**src/common/wlbsu_pkg.sv**
```systemverilog
package wlbsu_pkg;

    // ----------------------------------------
    // Register byte offsets
    // ----------------------------------------
    localparam logic [7:0] CTRL_OFS     = 8'h00;
    localparam logic [7:0] SRC_OFS      = 8'h04;
    localparam logic [7:0] DST_OFS      = 8'h08;
    localparam logic [7:0] CNT_OFS      = 8'h0C;
    localparam logic [7:0] DATA_OFS     = 8'h10;
    localparam logic [7:0] FLAGS_OFS    = 8'h14;
    localparam logic [7:0] ERRCODE_OFS  = 8'h18;
    localparam logic [7:0] IRQSTAT_OFS  = 8'h1C;
    localparam logic [7:0] IRQMASK_OFS  = 8'h20;

    // ----------------------------------------
    // Field positions
    // ----------------------------------------
    localparam int CTRL_EN_BIT    = 0;
    localparam int CTRL_PULSE_BIT = 1;
    localparam int CTRL_OP_LSB    = 2;
    localparam int FLG_GCARRY     = 0;
    localparam int FLG_MCARRY     = 1;
    localparam int FLG_BORROW     = 2;
    localparam int FLG_DIR        = 3;
    localparam int FLG_ERR        = 4;
    localparam int FLG_BUSY       = 8;
    localparam int IRQ_DONE_BIT   = 0;
    localparam int IRQ_ERR_BIT    = 1;

    // ----------------------------------------
    // Operation codes and reset values
    // ----------------------------------------
    localparam logic [1:0] OP_LIST_INSERT = 2'h0;
    localparam logic [1:0] OP_MATRIX      = 2'h1;
    localparam logic [1:0] OP_WORD_RIGHT  = 2'h2;
    localparam logic [1:0] OP_WORD_LEFT   = 2'h3;
    localparam logic [15:0] REG_RESET     = 16'h0000;

    // ----------------------------------------
    // Limits and error codes
    // ----------------------------------------
    localparam logic [15:0] ERR_RANGE     = 16'h2003;
    localparam logic [15:0] ERR_OPERAND   = 16'h200B;
    localparam logic [15:0] LIST_MAX      = 16'h7FFF;
    localparam logic [15:0] MX_MAX_ROWS   = 16'h0100;
    localparam logic [15:0] WSH_MAX_BITS  = 16'h0010;
    localparam logic [16:0] DEV_LAST_ADDR = 17'h03FFF;

endpackage

```
**src/core/wlbsu_core.sv**
```systemverilog
// How it works
// - Insert moves entries n..length up one word, writes the data word at n, adds one to length.
// - A full list of length 32767 takes no insert and sets the general carry flag instead (the code aborts with 2003 first, as base+length+1 is past the range).
// - Negative length or base+n or base+length+1 past the device range aborts with code 2003.
// - Insert position above the length or negative aborts with code 200B.
// - Matrix shift treats n rows as one bit string, left with direction clear, right when set.
// - The vacated bit takes the borrow flag, the last bit out goes to the matrix carry flag.
// - Matrix row count outside 1..256 aborts with code 200B.
// - Last source or destination row past the device range aborts with code 2003.
// - Word right shift zero-fills the top n bits and carries original bit n-1.
// - Word right shift count negative or above 16 aborts with code 200B.
// - Word left shift zero-fills the low n bits and carries original bit 16-n.
// - Word left shift count negative or above 16 aborts with code 200B.
//
// Added by the designer: the Wishbone slave port and the address map.
`timescale 1ns/1ps
`default_nettype none

module wlbsu_core (
    input  wire logic        clock,
    input  wire logic        rst,
    input  wire logic        wb_cyc_i,
    input  wire logic        wb_stb_i,
    input  wire logic        wb_we_i,
    input  wire logic [7:0]  wb_adr_i,
    input  wire logic [3:0]  wb_sel_i,
    input  wire logic [31:0] wb_dat_i,
    output logic      [31:0] wb_dat_o,
    output logic             wb_ack_o,
    output logic             irq,
    output logic      [15:0] mem_addr,
    output logic      [15:0] mem_wdata,
    output logic             mem_we,
    output logic             mem_re,
    input  wire logic [15:0] mem_rdata
);

    typedef enum logic [3:0] {
        ST_IDLE, ST_LEN_WAIT, ST_LEN_USE, ST_INS_RD, ST_INS_WAIT, ST_INS_MOVE,
        ST_INS_DATA, ST_INS_LEN, ST_MX_RD, ST_MX_WAIT, ST_MX_USE, ST_WS_WAIT,
        ST_WS_USE
    } wlbsu_state_type;

    // ----------------------------------------
    // Register file state
    // ----------------------------------------
    logic [3:0]  ctrl_r, ctrl_nxt;
    logic [15:0] src_r, src_nxt, dst_r, dst_nxt, cnt_r, cnt_nxt, data_r, data_nxt;
    logic [4:0]  flags_r, flags_nxt;
    logic [15:0] errc_r, errc_nxt;
    logic [1:0]  istat_r, istat_nxt, imask_r, imask_nxt;
    logic        ack_r, ack_nxt, irq_r, irq_nxt;
    logic [31:0] rd_r, rd_nxt;

    // ----------------------------------------
    // Engine state
    // ----------------------------------------
    wlbsu_state_type state_r, state_nxt;
    logic [1:0]  op_r, op_nxt;
    logic [15:0] idx_r, idx_nxt, len_r, len_nxt;
    logic        cin_r, cin_nxt, dir_r, dir_nxt, enp_r, enp_nxt;
    logic [15:0] maddr_r, maddr_nxt, mwd_r, mwd_nxt;
    logic        mwe_r, mwe_nxt, mre_r, mre_nxt;

    logic        ev_done, ev_err, gc_en, gc_val, mc_en, mc_val;
    logic [15:0] err_val, row_out;
    logic        row_co;
    logic [31:0] rsh, lsh;
    logic [16:0] src17, dst17, cnt17, len17;
    logic        busy, wr_acc, rd_acc;
    logic [15:0] wmask;

    assign busy   = state_r != ST_IDLE;
    assign wr_acc = wb_cyc_i && wb_stb_i && wb_we_i && !ack_r;
    assign rd_acc = wb_cyc_i && wb_stb_i && !wb_we_i && !ack_r;
    assign wmask  = {{8{wb_sel_i[1]}}, {8{wb_sel_i[0]}}};
    assign src17  = {1'b0, src_r};
    assign dst17  = {1'b0, dst_r};
    assign cnt17  = {1'b0, cnt_r};
    assign len17  = {1'b0, mem_rdata};
    assign rsh    = {mem_rdata, 16'h0000} >> cnt_r[4:0];
    assign lsh    = {16'h0000, mem_rdata} << cnt_r[4:0];

    // ----------------------------------------
    // Register file and bus slave
    // ----------------------------------------
    always_comb begin
        ctrl_nxt  = ctrl_r;
        src_nxt   = src_r;
        dst_nxt   = dst_r;
        cnt_nxt   = cnt_r;
        data_nxt  = data_r;
        flags_nxt = flags_r;
        errc_nxt  = errc_r;
        istat_nxt = istat_r;
        imask_nxt = imask_r;
        ack_nxt   = wb_cyc_i && wb_stb_i && !ack_r;
        rd_nxt    = 32'h0000_0000;
        // Operands and shift flags are frozen while an operation runs
        if (wr_acc) begin
            unique case (wb_adr_i)
                wlbsu_pkg::CTRL_OFS:
                    if (wb_sel_i[0]) ctrl_nxt = wb_dat_i[3:0];
                wlbsu_pkg::SRC_OFS:
                    if (!busy) src_nxt = (src_r & ~wmask) | (wb_dat_i[15:0] & wmask);
                wlbsu_pkg::DST_OFS:
                    if (!busy) dst_nxt = (dst_r & ~wmask) | (wb_dat_i[15:0] & wmask);
                wlbsu_pkg::CNT_OFS:
                    if (!busy) cnt_nxt = (cnt_r & ~wmask) | (wb_dat_i[15:0] & wmask);
                wlbsu_pkg::DATA_OFS:
                    if (!busy) data_nxt = (data_r & ~wmask) | (wb_dat_i[15:0] & wmask);
                wlbsu_pkg::FLAGS_OFS:
                    if (!busy && wb_sel_i[0]) flags_nxt = wb_dat_i[4:0];
                wlbsu_pkg::IRQSTAT_OFS:
                    if (wb_sel_i[0]) istat_nxt = istat_r & ~wb_dat_i[1:0];
                wlbsu_pkg::IRQMASK_OFS:
                    if (wb_sel_i[0]) imask_nxt = wb_dat_i[1:0];
                default: ;
            endcase
        end
        if (rd_acc) begin
            unique case (wb_adr_i)
                wlbsu_pkg::CTRL_OFS:    rd_nxt = {28'h0000000, ctrl_r};
                wlbsu_pkg::SRC_OFS:     rd_nxt = {16'h0000, src_r};
                wlbsu_pkg::DST_OFS:     rd_nxt = {16'h0000, dst_r};
                wlbsu_pkg::CNT_OFS:     rd_nxt = {16'h0000, cnt_r};
                wlbsu_pkg::DATA_OFS:    rd_nxt = {16'h0000, data_r};
                wlbsu_pkg::FLAGS_OFS:   rd_nxt = {23'h000000, busy, 3'h0, flags_r};
                wlbsu_pkg::ERRCODE_OFS: rd_nxt = {16'h0000, errc_r};
                wlbsu_pkg::IRQSTAT_OFS: rd_nxt = {30'h00000000, istat_r};
                wlbsu_pkg::IRQMASK_OFS: rd_nxt = {30'h00000000, imask_r};
                default:                rd_nxt = 32'h0000_0000;
            endcase
        end
        // Hardware updates come last so an event beats a same-cycle clear
        if (gc_en) flags_nxt[wlbsu_pkg::FLG_GCARRY] = gc_val;
        if (mc_en) flags_nxt[wlbsu_pkg::FLG_MCARRY] = mc_val;
        if (ev_err) begin
            flags_nxt[wlbsu_pkg::FLG_ERR]     = 1'b1;
            errc_nxt                           = err_val;
            istat_nxt[wlbsu_pkg::IRQ_ERR_BIT] = 1'b1;
        end
        if (ev_done) istat_nxt[wlbsu_pkg::IRQ_DONE_BIT] = 1'b1;
        irq_nxt = |(istat_r & imask_r);
    end

    always_ff @(posedge clock) begin
        if (rst) begin
            ctrl_r  <= 4'h0;
            src_r   <= wlbsu_pkg::REG_RESET;
            dst_r   <= wlbsu_pkg::REG_RESET;
            cnt_r   <= wlbsu_pkg::REG_RESET;
            data_r  <= wlbsu_pkg::REG_RESET;
            flags_r <= 5'h00;
            errc_r  <= wlbsu_pkg::REG_RESET;
            istat_r <= 2'h0;
            imask_r <= 2'h0;
            ack_r   <= 1'b0;
            irq_r   <= 1'b0;
            rd_r    <= 32'h0000_0000;
        end else begin
            ctrl_r  <= ctrl_nxt;
            src_r   <= src_nxt;
            dst_r   <= dst_nxt;
            cnt_r   <= cnt_nxt;
            data_r  <= data_nxt;
            flags_r <= flags_nxt;
            errc_r  <= errc_nxt;
            istat_r <= istat_nxt;
            imask_r <= imask_nxt;
            ack_r   <= ack_nxt;
            irq_r   <= irq_nxt;
            rd_r    <= rd_nxt;
        end
    end

    // ----------------------------------------
    // Execution engine
    // ----------------------------------------
    always_comb begin
        state_nxt = state_r;
        op_nxt    = op_r;
        idx_nxt   = idx_r;
        len_nxt   = len_r;
        cin_nxt   = cin_r;
        dir_nxt   = dir_r;
        enp_nxt   = enp_r;
        maddr_nxt = maddr_r;
        mwd_nxt   = mwd_r;
        mwe_nxt   = 1'b0;
        mre_nxt   = 1'b0;
        ev_done   = 1'b0;
        ev_err    = 1'b0;
        err_val   = wlbsu_pkg::ERR_RANGE;
        gc_en     = 1'b0;
        gc_val    = 1'b0;
        mc_en     = 1'b0;
        mc_val    = 1'b0;
        row_out   = dir_r ? {cin_r, mem_rdata[15:1]} : {mem_rdata[14:0], cin_r};
        row_co    = dir_r ? mem_rdata[0] : mem_rdata[15];
        unique case (state_r)
            ST_IDLE: begin
                // Edge memory only advances while idle, so a fall and rise during a run is not seen
                enp_nxt = ctrl_r[wlbsu_pkg::CTRL_EN_BIT];
                if (ctrl_r[wlbsu_pkg::CTRL_EN_BIT]
                    && (!ctrl_r[wlbsu_pkg::CTRL_PULSE_BIT] || !enp_r)) begin
                    op_nxt = ctrl_r[wlbsu_pkg::CTRL_OP_LSB +: 2];
                    unique case (ctrl_r[wlbsu_pkg::CTRL_OP_LSB +: 2])
                        wlbsu_pkg::OP_LIST_INSERT: begin
                            maddr_nxt = src_r;
                            mre_nxt   = 1'b1;
                            state_nxt = ST_LEN_WAIT;
                        end
                        wlbsu_pkg::OP_MATRIX: begin
                            if (cnt_r[15] || cnt_r == 16'h0000
                                || cnt_r > wlbsu_pkg::MX_MAX_ROWS) begin
                                ev_err  = 1'b1;
                                err_val = wlbsu_pkg::ERR_OPERAND;
                            end else if (src17 + cnt17 - 17'h00001 > wlbsu_pkg::DEV_LAST_ADDR
                                || dst17 + cnt17 - 17'h00001 > wlbsu_pkg::DEV_LAST_ADDR) begin
                                ev_err = 1'b1;
                            end else begin
                                dir_nxt   = flags_r[wlbsu_pkg::FLG_DIR];
                                idx_nxt   = flags_r[wlbsu_pkg::FLG_DIR] ? cnt_r - 16'h0001
                                                                        : 16'h0000;
                                len_nxt   = cnt_r;
                                cin_nxt   = flags_r[wlbsu_pkg::FLG_BORROW];
                                state_nxt = ST_MX_RD;
                            end
                        end
                        default: begin
                            if (cnt_r[15] || cnt_r > wlbsu_pkg::WSH_MAX_BITS) begin
                                ev_err  = 1'b1;
                                err_val = wlbsu_pkg::ERR_OPERAND;
                            end else if (cnt_r == 16'h0000) begin
                                ev_done = 1'b1;
                            end else begin
                                maddr_nxt = dst_r;
                                mre_nxt   = 1'b1;
                                state_nxt = ST_WS_WAIT;
                            end
                        end
                    endcase
                end
            end
            ST_LEN_WAIT: state_nxt = ST_LEN_USE;
            ST_LEN_USE: begin
                state_nxt = ST_IDLE;
                if (mem_rdata[15]) begin
                    ev_err = 1'b1;
                end else if (cnt_r[15]) begin
                    ev_err  = 1'b1;
                    err_val = wlbsu_pkg::ERR_OPERAND;
                end else if (src17 + cnt17 > wlbsu_pkg::DEV_LAST_ADDR
                    || src17 + len17 + 17'h00001 > wlbsu_pkg::DEV_LAST_ADDR) begin
                    ev_err = 1'b1;
                end else if (cnt_r > mem_rdata) begin
                    ev_err  = 1'b1;
                    err_val = wlbsu_pkg::ERR_OPERAND;
                end else if (mem_rdata == wlbsu_pkg::LIST_MAX) begin
                    gc_en   = 1'b1;
                    gc_val  = 1'b1;
                    ev_done = 1'b1;
                end else begin
                    idx_nxt   = mem_rdata;
                    len_nxt   = mem_rdata;
                    state_nxt = ST_INS_RD;
                end
            end
            ST_INS_RD: begin
                // Top entry first, so no entry is overwritten before it is moved
                maddr_nxt = src_r + idx_r;
                mre_nxt   = 1'b1;
                state_nxt = ST_INS_WAIT;
            end
            ST_INS_WAIT: state_nxt = ST_INS_MOVE;
            ST_INS_MOVE: begin
                maddr_nxt = src_r + idx_r + 16'h0001;
                mwd_nxt   = mem_rdata;
                mwe_nxt   = 1'b1;
                idx_nxt   = idx_r - 16'h0001;
                state_nxt = (idx_r == cnt_r) ? ST_INS_DATA : ST_INS_RD;
            end
            ST_INS_DATA: begin
                maddr_nxt = src_r + cnt_r;
                mwd_nxt   = data_r;
                mwe_nxt   = 1'b1;
                state_nxt = ST_INS_LEN;
            end
            ST_INS_LEN: begin
                maddr_nxt = src_r;
                mwd_nxt   = len_r + 16'h0001;
                mwe_nxt   = 1'b1;
                ev_done   = 1'b1;
                state_nxt = ST_IDLE;
            end
            ST_MX_RD: begin
                maddr_nxt = src_r + idx_r;
                mre_nxt   = 1'b1;
                state_nxt = ST_MX_WAIT;
            end
            ST_MX_WAIT: state_nxt = ST_MX_USE;
            ST_MX_USE: begin
                maddr_nxt = dst_r + idx_r;
                mwd_nxt   = row_out;
                mwe_nxt   = 1'b1;
                cin_nxt   = row_co;
                len_nxt   = len_r - 16'h0001;
                idx_nxt   = dir_r ? idx_r - 16'h0001 : idx_r + 16'h0001;
                if (len_r == 16'h0001) begin
                    mc_en     = 1'b1;
                    mc_val    = row_co;
                    ev_done   = 1'b1;
                    state_nxt = ST_IDLE;
                end else begin
                    state_nxt = ST_MX_RD;
                end
            end
            ST_WS_WAIT: state_nxt = ST_WS_USE;
            ST_WS_USE: begin
                maddr_nxt = dst_r;
                mwe_nxt   = 1'b1;
                gc_en     = 1'b1;
                if (op_r == wlbsu_pkg::OP_WORD_RIGHT) begin
                    mwd_nxt = rsh[31:16];
                    gc_val  = rsh[15];
                end else begin
                    mwd_nxt = lsh[15:0];
                    gc_val  = lsh[16];
                end
                ev_done   = 1'b1;
                state_nxt = ST_IDLE;
            end
            default: state_nxt = ST_IDLE;
        endcase
    end

    always_ff @(posedge clock) begin
        if (rst) begin
            state_r <= ST_IDLE;
            op_r    <= 2'h0;
            idx_r   <= 16'h0000;
            len_r   <= 16'h0000;
            cin_r   <= 1'b0;
            dir_r   <= 1'b0;
            enp_r   <= 1'b0;
            maddr_r <= 16'h0000;
            mwd_r   <= 16'h0000;
            mwe_r   <= 1'b0;
            mre_r   <= 1'b0;
        end else begin
            state_r <= state_nxt;
            op_r    <= op_nxt;
            idx_r   <= idx_nxt;
            len_r   <= len_nxt;
            cin_r   <= cin_nxt;
            dir_r   <= dir_nxt;
            enp_r   <= enp_nxt;
            maddr_r <= maddr_nxt;
            mwd_r   <= mwd_nxt;
            mwe_r   <= mwe_nxt;
            mre_r   <= mre_nxt;
        end
    end

    assign wb_dat_o  = rd_r;
    assign wb_ack_o  = ack_r;
    assign irq       = irq_r;
    assign mem_addr  = maddr_r;
    assign mem_wdata = mwd_r;
    assign mem_we    = mwe_r;
    assign mem_re    = mre_r;

endmodule

`default_nettype wire

```
**config.mk**
```make
export PLATFORM = sky130hd
export DESIGN_NAME = wlbsu_core
export DESIGN_NICKNAME = d
export VERILOG_FILES = /design/src/common/wlbsu_pkg.sv /design/src/core/wlbsu_core.sv
export SDC_FILE = /design/constraint.sdc
export NUM_CORES = 1
export LEC_CHECK = 0
export BUFFER_PORTS_ARGS = -buffer_cell sky130_fd_sc_hd__buf_2
export CAP_MARGIN = 30
export CORE_MARGIN = 8
export CORE_UTILIZATION = 40
export DETAILED_ROUTE_END_ITERATION = 10
export GPL_TIMING_DRIVEN = 1
export PLACE_DENSITY = 0.62
export RECOVER_POWER = 100
export SLEW_MARGIN = 20
export SYNTH_ARGS = -nofsm -noshare
export SYNTH_HDL_FRONTEND = slang
export SYNTH_SLANG_ARGS = --single-unit
```
**constraint.sdc**
```tcl
create_clock -name clock -period 12.6 [get_ports clock]
set_input_delay 2.52 -clock clock [delete_from_list [all_inputs] [get_ports clock]]
set_output_delay 2.52 -clock clock [all_outputs]
set_load 0.01 [all_outputs]
```
After elaboration in Yosys (flattened, before gate mapping)
Index checks and enable logic that the tools add are counted.
{"block": "op_classes", "n_eq_ne": 41, "div": 0, "shifts": 2, "order_cmp": 7, "multipliers": 0, "bitwise_logic": 17, "add_sub_neg": 15, "reduce_logical": 68, "muxes": 99}
{"op": "16-bit two-way mux", "n": 20}
{"op": "16-bit case mux with 9 select lines", "n": 1}
{"op": "16-bit case mux with 7 select lines", "n": 1}
{"op": "16-bit bitwise AND", "n": 5}
{"op": "16-bit case mux with 5 select lines", "n": 1}
{"op": "17-bit by 14-bit greater-than comparator with 1-bit output (second input constant)", "n": 4}
{"op": "16-bit bitwise OR", "n": 4}
{"op": "16-bit case mux with 4 select lines", "n": 1}
{"op": "4-bit two-way mux", "n": 13}
{"op": "16-bit by 16-bit adder with 17-bit output", "n": 3}
{"op": "16-bit by 1-bit adder with 16-bit output (second input constant)", "n": 3}
{"op": "16-bit adder", "n": 3}
{"op": "16-bit case mux with 3 select lines", "n": 1}
{"op": "16-bit by 1-bit subtractor with 16-bit output (second input constant)", "n": 3}
{"op": "4-bit case mux with 11 select lines", "n": 1}
{"op": "1-bit two-way mux", "n": 36}
{"op": "3-bit AND reduction", "n": 12}
{"op": "17-bit by 1-bit subtractor with 17-bit output (second input constant)", "n": 2}
{"op": "8-bit by 5-bit equality test with 1-bit output (second input constant)", "n": 4}
{"op": "16-bit case mux with 2 select lines", "n": 1}
{"op": "32-bit by 5-bit right shift with 32-bit output", "n": 1}
{"op": "2-bit nonzero test", "n": 15}
{"op": "4-bit case mux with 2 select lines", "n": 3}
{"op": "4-bit equality test (second input constant)", "n": 5}
{"op": "other kinds (46)", "n": 106}
{"block": "word_totals", "output_inout_bits": 68, "word_cells": 276, "ff_bits": 202, "latchBits": 0, "memories": 0, "romBits": 0, "inputBits": 65, "ram_bits": 0}

Longest topological paths before layout
Gate-level depths: netlist of run 1.
{"block": "logic_depth", "word_depth": 11, "mapped_depth": 20, "depth_no_buf": 17}

Worst setup path after synthesis of run 1
No wires, ideal clock.
{"block": "synth_timing", "path_kind": "input-to-reg", "from": "input mem_rdata[0]", "to": "register idx_r[13]", "setup_ps": 122, "setup_slack_ps": 7014, "n_path_buf": 1, "t_required_ps": 12478, "path_stages": 15, "t_arrival_ps": 5465, "cell_sequence": "inv_1 > ha_1 > fa_1 > nor2b_1 > o211ai_1 > a21o_1 > a21oi_1 > o21ai_0 > mux2i_1 > a2111oi_2 > nand4_1 > o41ai_4 > nand3_4 > buf_6 > o311a_1"}
{"block": "synth_between", "elab_chain_cells": 6, "word_cells_on_any_way": 10, "cone_classes": "2 x add/sub; 2 x order compare; 4 x eq/ne; 2 x reduce/logical"}
{"item": "from (decl)", "line_no": "wlbsu_core.sv:35", "text": "input wire logic [15:0] mem_rdata"}
{"item": "16-bit by 16-bit adder with 17-bit output", "line_no": "wlbsu_core.sv:255", "text": "|| src17 + len17 + 17'h00001 > wlbsu_pkg::DEV_LAST_ADDR) begin"}
{"item": "17-bit by 1-bit adder with 17-bit output", "line_no": "wlbsu_core.sv:255"}
{"item": "17-bit by 14-bit greater-than comparator with 1-bit output", "line_no": "wlbsu_core.sv:255"}
{"item": "1-bit logical OR", "line_no": "wlbsu_core.sv:255"}
{"item": "2-bit != test (no line)"}
{"item": "10-bit AND reduction (no line) (*)"}
{"item": "to (signal assigned)", "line_no": "wlbsu_core.sv:354", "text": "idx_r <= idx_nxt;"}
{"item": "to (decl)", "line_no": "wlbsu_core.sv:60", "text": "logic [15:0] idx_r, idx_nxt, len_r, len_nxt;"}
Every way passes the cells marked *; elsewhere a longest branch is shown, timed or not.
A chain may end at the register's enable or synchronous reset.

Worst setup path in the final report of run 1
{"block": "layout_timing", "from": "input mem_rdata[0]", "to": "register idx_r[5]"}
Same word-level chain as after synthesis.

==> impl_results.md, run 1 <==
* Final Setup Violations at 0
* Max Cap Violations at 2
* Die Wd at ~220 um
* Unrepaired setup endpoints after global routing: no
* VDD IR max at between 0.09 and 0.1 mV
* Final WL at just over 70000 um
* Largest family of logic cells by synthesized area: compound AO/OA/AOI/OAI gates
* Final min period at about 8.2 ns
* TritonCTS clock tree: done
* Fin crit share at between 60 and 70%
* Post-CTS Resized at 0
* Synth Register Bits at about 170
* Critical Path Sink Type: register
* Crit Path Category: in2reg
* Final WS setup at between 4 and 5 ns
* Mux cell area share after synthesis at under 10%
* Root Buffer: clkbuf_16
* Clk buf depth at 2
* Post-synthesis simple-gate area fraction at 20.3%
* Dpl hpwl at approximately 52000 um
* Top_reg_cell synth: dfxtp_1
* Clk_lat worst skew at about 0.48 ns
* Chip height at 217 um
* Core Region at between 0.04 and 0.05 sq mm
* Post-Synth Adder-Cell Area at between 10% and 20%
* Startpoint Class: input pin
* Highest Clock Rate at between 0.1 and 0.15 GHz
* Skew final at between 0.02 and 0.025 ns
* Fraction of registers with async set/reset at 0%
* Setup TNS at 0 ns
* DR pass1 iterations at 6
* Synth Warn # at 0
* Clock sink total at between 150 and 200
* Worst hold-check path type: reg2reg
* Share of cells above drive strength 1 at roughly 7.3%
* Leakage power at approximately 7.0 nW
* CP required at 12.79 ns
* Crit path DAT at about 8.4 ns
* Largest net degree at the start of global routing at between 80 and 90
* Avg Cell Area, Syn at 7.42 sq um
* Ant diodes at 0
* Synth Cell Area at 0.0162 sq mm
* Synth Area in Compound Gates at between 20 and 30%
* Number of port buffers at just under 100
* All-Layer GR Usage at between 20% and 30%
* Worst Tran Pin Value at approximately 4.1 ns
* Layout area overhead at 8.28%
* RePlAce Congestion at just under 1
* Failing checks: capacitance limit, slew limit
* WL per Instance at 26.2 um
* Clock slew at reported path FFs at about 0.07 ns
* Post-synth EDFFs at 0
* Vias per inst at around 6.5
* Crit Path Max Fanout at 26
* Num CTS Buffers at 17
* Sequential area share after synthesis at about a fifth
* Post-CTS setup repair buffer count at 0
* Vias in the first global route at 16700
* FILL cells at approximately 4200
* Post-Synth XOR/XNOR Area at 5.56%
* Row Count at 74
* Setup WS pre-CTS at 5.71 ns
* Grt ovf at 0
* DRC viols at 0
* Rel. slew slack at -175%
* Synth unique cells at 90
* Status: complete, but fails checks
* Reg area at between 0.003 and 0.004 sq mm
* Final hold violations at 0
* Routed via count at 17700
* Hold_buf cts at 0
* Global-route wire length before repair at ~110000 um
* Initial drt markers at 2393
* Slew Limit Fails at 155
* Power per cell area at slightly below 70 mW/mm^2
* Initial antenna violation count at 1
* I/O pin count at between 100 and 150
* ANT nets after route at 0
* Area of the multi-input gates at between 0.01 and 0.015 sq mm
* Initial cell density of the core at between 40 and 50%
* Die area at approximately 0.047 sq mm
* CTS H-Tree Depth at 4
* Final #Nets at between 2000 and 2500
* Syn Inst Count at roughly 2200
layout make-up:
class	count	share of cell area (%)
repair buffers	143	4.39
multi-input cells	1741	66.2
inverters	115	2.45
clock buffers	18	2.44
clock inverters	11	1.10
flip-flops and latches	172	19.6
well taps	532	3.79
cell families (layout without fill, tap and decap cells):
group,Yosys count,count (layout)
adders and majority gates,127,127
and+or+nand+nor,715,715
other,1,16
AOI/OAI and AO/OA,662,662
xor gates and xnor gates,101,101
buffers and inverters,292,287
DFF,172,172
muxes,120,120
cell usage after synthesis (all sizes together) (16+ instances only):
master | instances | share of area (%)
o211ai | 18 | 0.83
o21ai | 127 | 3.9
nor3 | 46 | 1.4
mux2i | 111 | 6.8
a21oi | 163 | 5.0
buf | 37 | 1.4
xnor2 | 62 | 3.5
a21o | 34 | 1.6
o22ai | 16 | 0.62
nand2b | 18 | 0.69
xor2 | 39 | 2.1
inv | 113 | 2.6
nand2 | 210 | 4.9
a31oi | 28 | 1.1
ha | 122 | 9.4
a211oi | 22 | 1.0
nand3 | 62 | 2.1
dfxtp | 172 | 21
a221oi | 38 | 2.2
and3 | 24 | 0.92
clkbuf | 140 | 3.2
nor4 | 21 | 0.81
a22oi | 49 | 2.3
nand4 | 28 | 1.1
nor2 | 233 | 5.4
o221ai | 20 | 1.1
power breakdown:
part / leakage (nW) / switching (W) / internal, W
logic: 5.31 / 0.0000583 / 0.0000202
clock network: 0.302 / 0.000242 / 0.000349
registers: 1.39 / 0.000000187 / 0.000543
stage by stage:
stage | hold WS, ns | util, % | power (W) | area (sq um) | cells
global placement | 0.430 | 42.0 | 0.000632 | 17000 | 2695
finish | 0.453 | 43.5 | 0.00121 | 17600 | 2732
floorplan | 0.421 | - | 0.000600 | 16300 | 2205
global route | 0.470 | 43.5 | 0.00124 | 17600 | 2732
CTS | 0.454 | 43.7 | 0.00122 | 17700 | 2730
detailed placement | 0.445 | 42.1 | 0.000633 | 17100 | 2701
path summary, 6_finish.rpt:
check | from | end | slack (ns) | depth (start not counted)
max | mem_rdata[0] | idx_r[5] | 4.36 | 16
min | mem_addr[8] | mem_addr[8] | 0.45 | 2
max reg2reg | register | idx_r[5] | 5.36 | 19
min reg2reg | mem_addr[8] | mem_addr[8] | 0.45 | 2
layer usage:
layer	up-vias	global-route usage [%]	share of wire [%]
met5	-	0	0.025
met4	2	18.2	6.8
met3	245	6.14	10
met2	1045	45.0	44
met1	8436	36.9	39
li1	7974	-	-
cells in the final DEF (no fill, tap or decap), drive strengths merged, types with 21 or more instances in the layout:
| cell | netlist | routed |
|---|---|---|
| dfxtp | 172 | 172 |
| xor2 | 39 | 39 |
| xnor2 | 62 | 62 |
| nand2 | 210 | 210 |
| mux2i | 111 | 111 |
| a211oi | 22 | 22 |
| nand3 | 62 | 62 |
| clkbuf | 140 | 73 |
| a22oi | 49 | 49 |
| nor4 | 21 | 21 |
| inv | 113 | 114 |
| a21oi | 163 | 163 |
| nor3 | 46 | 46 |
| ha | 122 | 122 |
| nor2 | 233 | 233 |
| a21o | 34 | 34 |
| and3 | 24 | 24 |
| o21ai | 127 | 127 |
| a221oi | 38 | 38 |
| a31oi | 28 | 28 |
| buf | 37 | 88 |
| nand4 | 28 | 28 |
critical path, stage by stage:
cell and delay (ns):
clkbuf_1 0.68, inv_1 0.21, ha_1 0.29, fa_1 0.37
nor2b_1 0.12, o211ai_1 0.09, a21o_1 0.22, a21oi_1 0.20
o21ai_0 0.17, mux2i_1 0.15, a2111oi_0 0.57, nand4_1 0.29
o41ai_1 0.74, nand3_1 1.00, a2111oi_0 0.69, a211oi_1 0.09
No activity file was read; power rests on OpenSTA's default activity.
==> inputs of run 2 (changes only) <==
Settings changed: ABC_AREA set to 1.
Clock period 12.6 ns to 8.5 ns, I/O delays scaled along.
==> impl_results.md, run 2 <==
* Status: complete, but fails checks
* Failing checks: capacitance limit, slew limit
* Highest Clock Rate at 0.162 GHz
* Met1 Usage GRT at between 30% and 40%
* Crit Path Max Fanout at 20
* Top_reg_cell synth: dfxtp_1
* Post-CTS setup repair buffer count at 0
* CTS H-Tree Depth at 4
* Vias in the first global route at a little under 20000
* Final Setup Violations at 0
* Internal at 0.00124 W
* All-Layer GR Usage at roughly a third
* Crit path DAT at about 6.5 ns
* Synth area leaders: dfxtp_1 (20%), nand2_1 (14%), ha_1 (8.8%)
* Root Buffer: clkbuf_16
* Die Wd at 224 um
* I/O pin count at ~130
* Initial antenna violation count at 3
* Initial drt markers at between 2000 and 3000
* TritonCTS clock tree: done
* Clk buf depth at 2
* Critical Path Sink Type: register
* Layout area overhead at 8.60%
* Synth Cell Area at 0.0173 sq mm
* Fraction of registers with async set/reset at 0%
* Top cell type's share of synthesized area at about a fifth
* Biggest area consumer among synthesized cells: dfxtp_1
* DR pass1 iterations at 6
* Share of power burned in registers at roughly 46%
* Number of port buffers at 98
* Comb power frac at around 7.3%
* Worst Tran Pin Value at ~3.6 ns
* Hold wc startpoint: mem_wdata[0]
* CP max stage cell: o22ai_1
* Initial cell density of the core at approximately two fifths
* Syn Inst Count at about 2800
* Worst r2r src: state_r[2]
* Startpoint Class: register
* Flop-to-flop setup slack at about 2.3 ns
* Final hold violations at 0
* Slew Limit Fails at 143
* Clk_lat worst skew at between 0.5 and 0.6 ns
* Largest net degree at the start of global routing at 80
* Vias per inst at a little under 6
* Power share of the clock group at a little under half
* Post-synth EDFFs at 0
* Routed via count at 20500
* Power per cell area at 93.6 mW/mm^2
* Setup TNS at 0 ns
* Worst hold-check path type: reg2reg
* CP bufs+invs at 4
* Met2 Resource Use GR at roughly 51%
* Clock sink total at between 150 and 200
* Final WL at between 80000 and 90000 um
* VDD IR max at ~0.15 mV
* Synth unique cells at 64
* Critical Path Start: state_r[2]
* Post-CTS Resized at 0
* Synth Warn # at 0
* Chip height at between 200 and 250 um
* Avg Cell Area, Syn at a little over 6 sq um
* FILL cells at roughly 4700
* WL per Instance at around 23 um
* Final min period at 6.16 ns
* Unrepaired setup endpoints after global routing: no
* Max Cap Violations at 3
* Core Region at 0.0428 sq mm
* Sw frac at between 20% and 30%
* Die area at 0.0500 sq mm
* Hold_buf cts at 0
* Clock slew at reported path FFs at around 0.080 ns
* Sequential area share after synthesis at about a fifth
* CP delay by family, top: compound AO/OA/AOI/OAI gates
* Critical Path, Cell by Cell: nor2_1 -> inv_1 -> nor2_1 -> a21oi_2 -> clkinv_1 -> nor2_1 -> inv_1 -> o22ai_1 -> inv_1 -> o21ai_0 -> a21oi_1
* Fin crit share at ~72%
* Global-route wire length before repair at ~120000 um
* Commonest non-fill, non-tap cell in the layout: nand2_1
* Leakage power at 8.70 nW
* Rel. slew slack at -142%
* Most common cell in the netlist: nand2_1
* Most frequent cells in the layout: nand2_1 (638), inv_1 (377), nor2_1 (321)
* Grt ovf at 0
* DRC viols at 0
* Met3 Use GR at 7.57%
* Num CTS Buffers at 17
* Synth Register Bits at 172
* Row Count at 76
* Crit-path max cell delay at 1.53 ns
* RePlAce Congestion at between 1 and 1.5
* CP required at between 8 and 9 ns
* ANT nets after route at 0
* Top cells by count, synth: nand2_1 (638), inv_1 (377), nor2_1 (320)
* Final #Nets at slightly above 3000
* Skew final at between 0.015 and 0.02 ns
* P_sw at about 0.00051 W
* Dpl hpwl at about 63000 um
* Busiest layer in global routing: met2
* Share of cells above drive strength 1 at 6.58%
* Setup WS pre-CTS at 3.06 ns
* Crit Path Category: reg2reg
* Final WS setup at between 2 and 2.5 ns
[run 2: metrics by stage]
step	total power (W)	area, sq um	util [%]	hold slack, ns	cells
5_1_grt	0.00180	18700	43.8	0.469	3462
2_1_floorplan	0.000895	17300	-	0.439	2864
3_3_place_gp	0.000944	18200	42.6	0.435	3426
3_5_place_dp	0.000946	18300	42.7	0.437	3430
4_1_cts	0.00176	18800	44.0	0.452	3462
6_report	0.00175	18700	43.8	0.450	3463
[run 2: cells by family after synthesis]
group / after synthesis / share of synthesized area [%]
compound gates: 648 / 22.4
buf+inv: 528 / 12.0
other cells: 1 / 0.0217
xor+xnor: 54 / 2.74
mux: 9 / 0.522
flops: 172 / 20.0
fa+ha+maj: 127 / 9.43
simple gates: 1310 / 32.9
[run 2: path summary, 6_finish.rpt]
check            endpoint  depth (start not counted)
max           mem_addr[6]                         11
min          mem_wdata[0]                          2
max reg2reg   mem_addr[6]                         11
min reg2reg  mem_wdata[0]                          2
[run 2: layout make-up]
type	count	area, sq um	share of cell area [%]
clock inverter	13	128	0.681
sequential	172	3440	18.4
multi-input combinational	2164	11800	62.9
inverter	409	1540	8.19
timing repair buffer	139	714	3.81
clock buffer	19	453	2.42
antenna	1	2.50	0.0134
tap	546	683	3.65
[run 2: routing by layer]
metal,part of all wire (%),wire length [um]
met5,0.014,11
met4,6.9,5620
met3,9.9,8000
met2,44,35900
met1,39,31600
[run 2: power groups by stage]
| stage | logic (W) | registers [W] | clock network (W) |
|---|---|---|---|
| after floorplan | 0.0000704 | 0.000825 | 0 |
| final | 0.000128 | 0.000806 | 0.000821 |
| after global routing | 0.000135 | 0.000806 | 0.000857 |
| after CTS | 0.000122 | 0.000806 | 0.000833 |
| after global placement | 0.000120 | 0.000825 | 0 |
| after detailed placement | 0.000121 | 0.000825 | 0 |
[run 2: worst reg2reg max path, stage by stage (launching register included)]
cell,delay (ns)
dfxtp_1,0.43
nor2_1,0.09
inv_1,0.10
nor2_1,0.08
a21oi_2,0.58
clkinv_1,0.52
nor2_1,1.08
inv_1,0.41
o22ai_1,1.53
inv_1,0.67
o21ai_0,0.39
a21oi_1,0.11
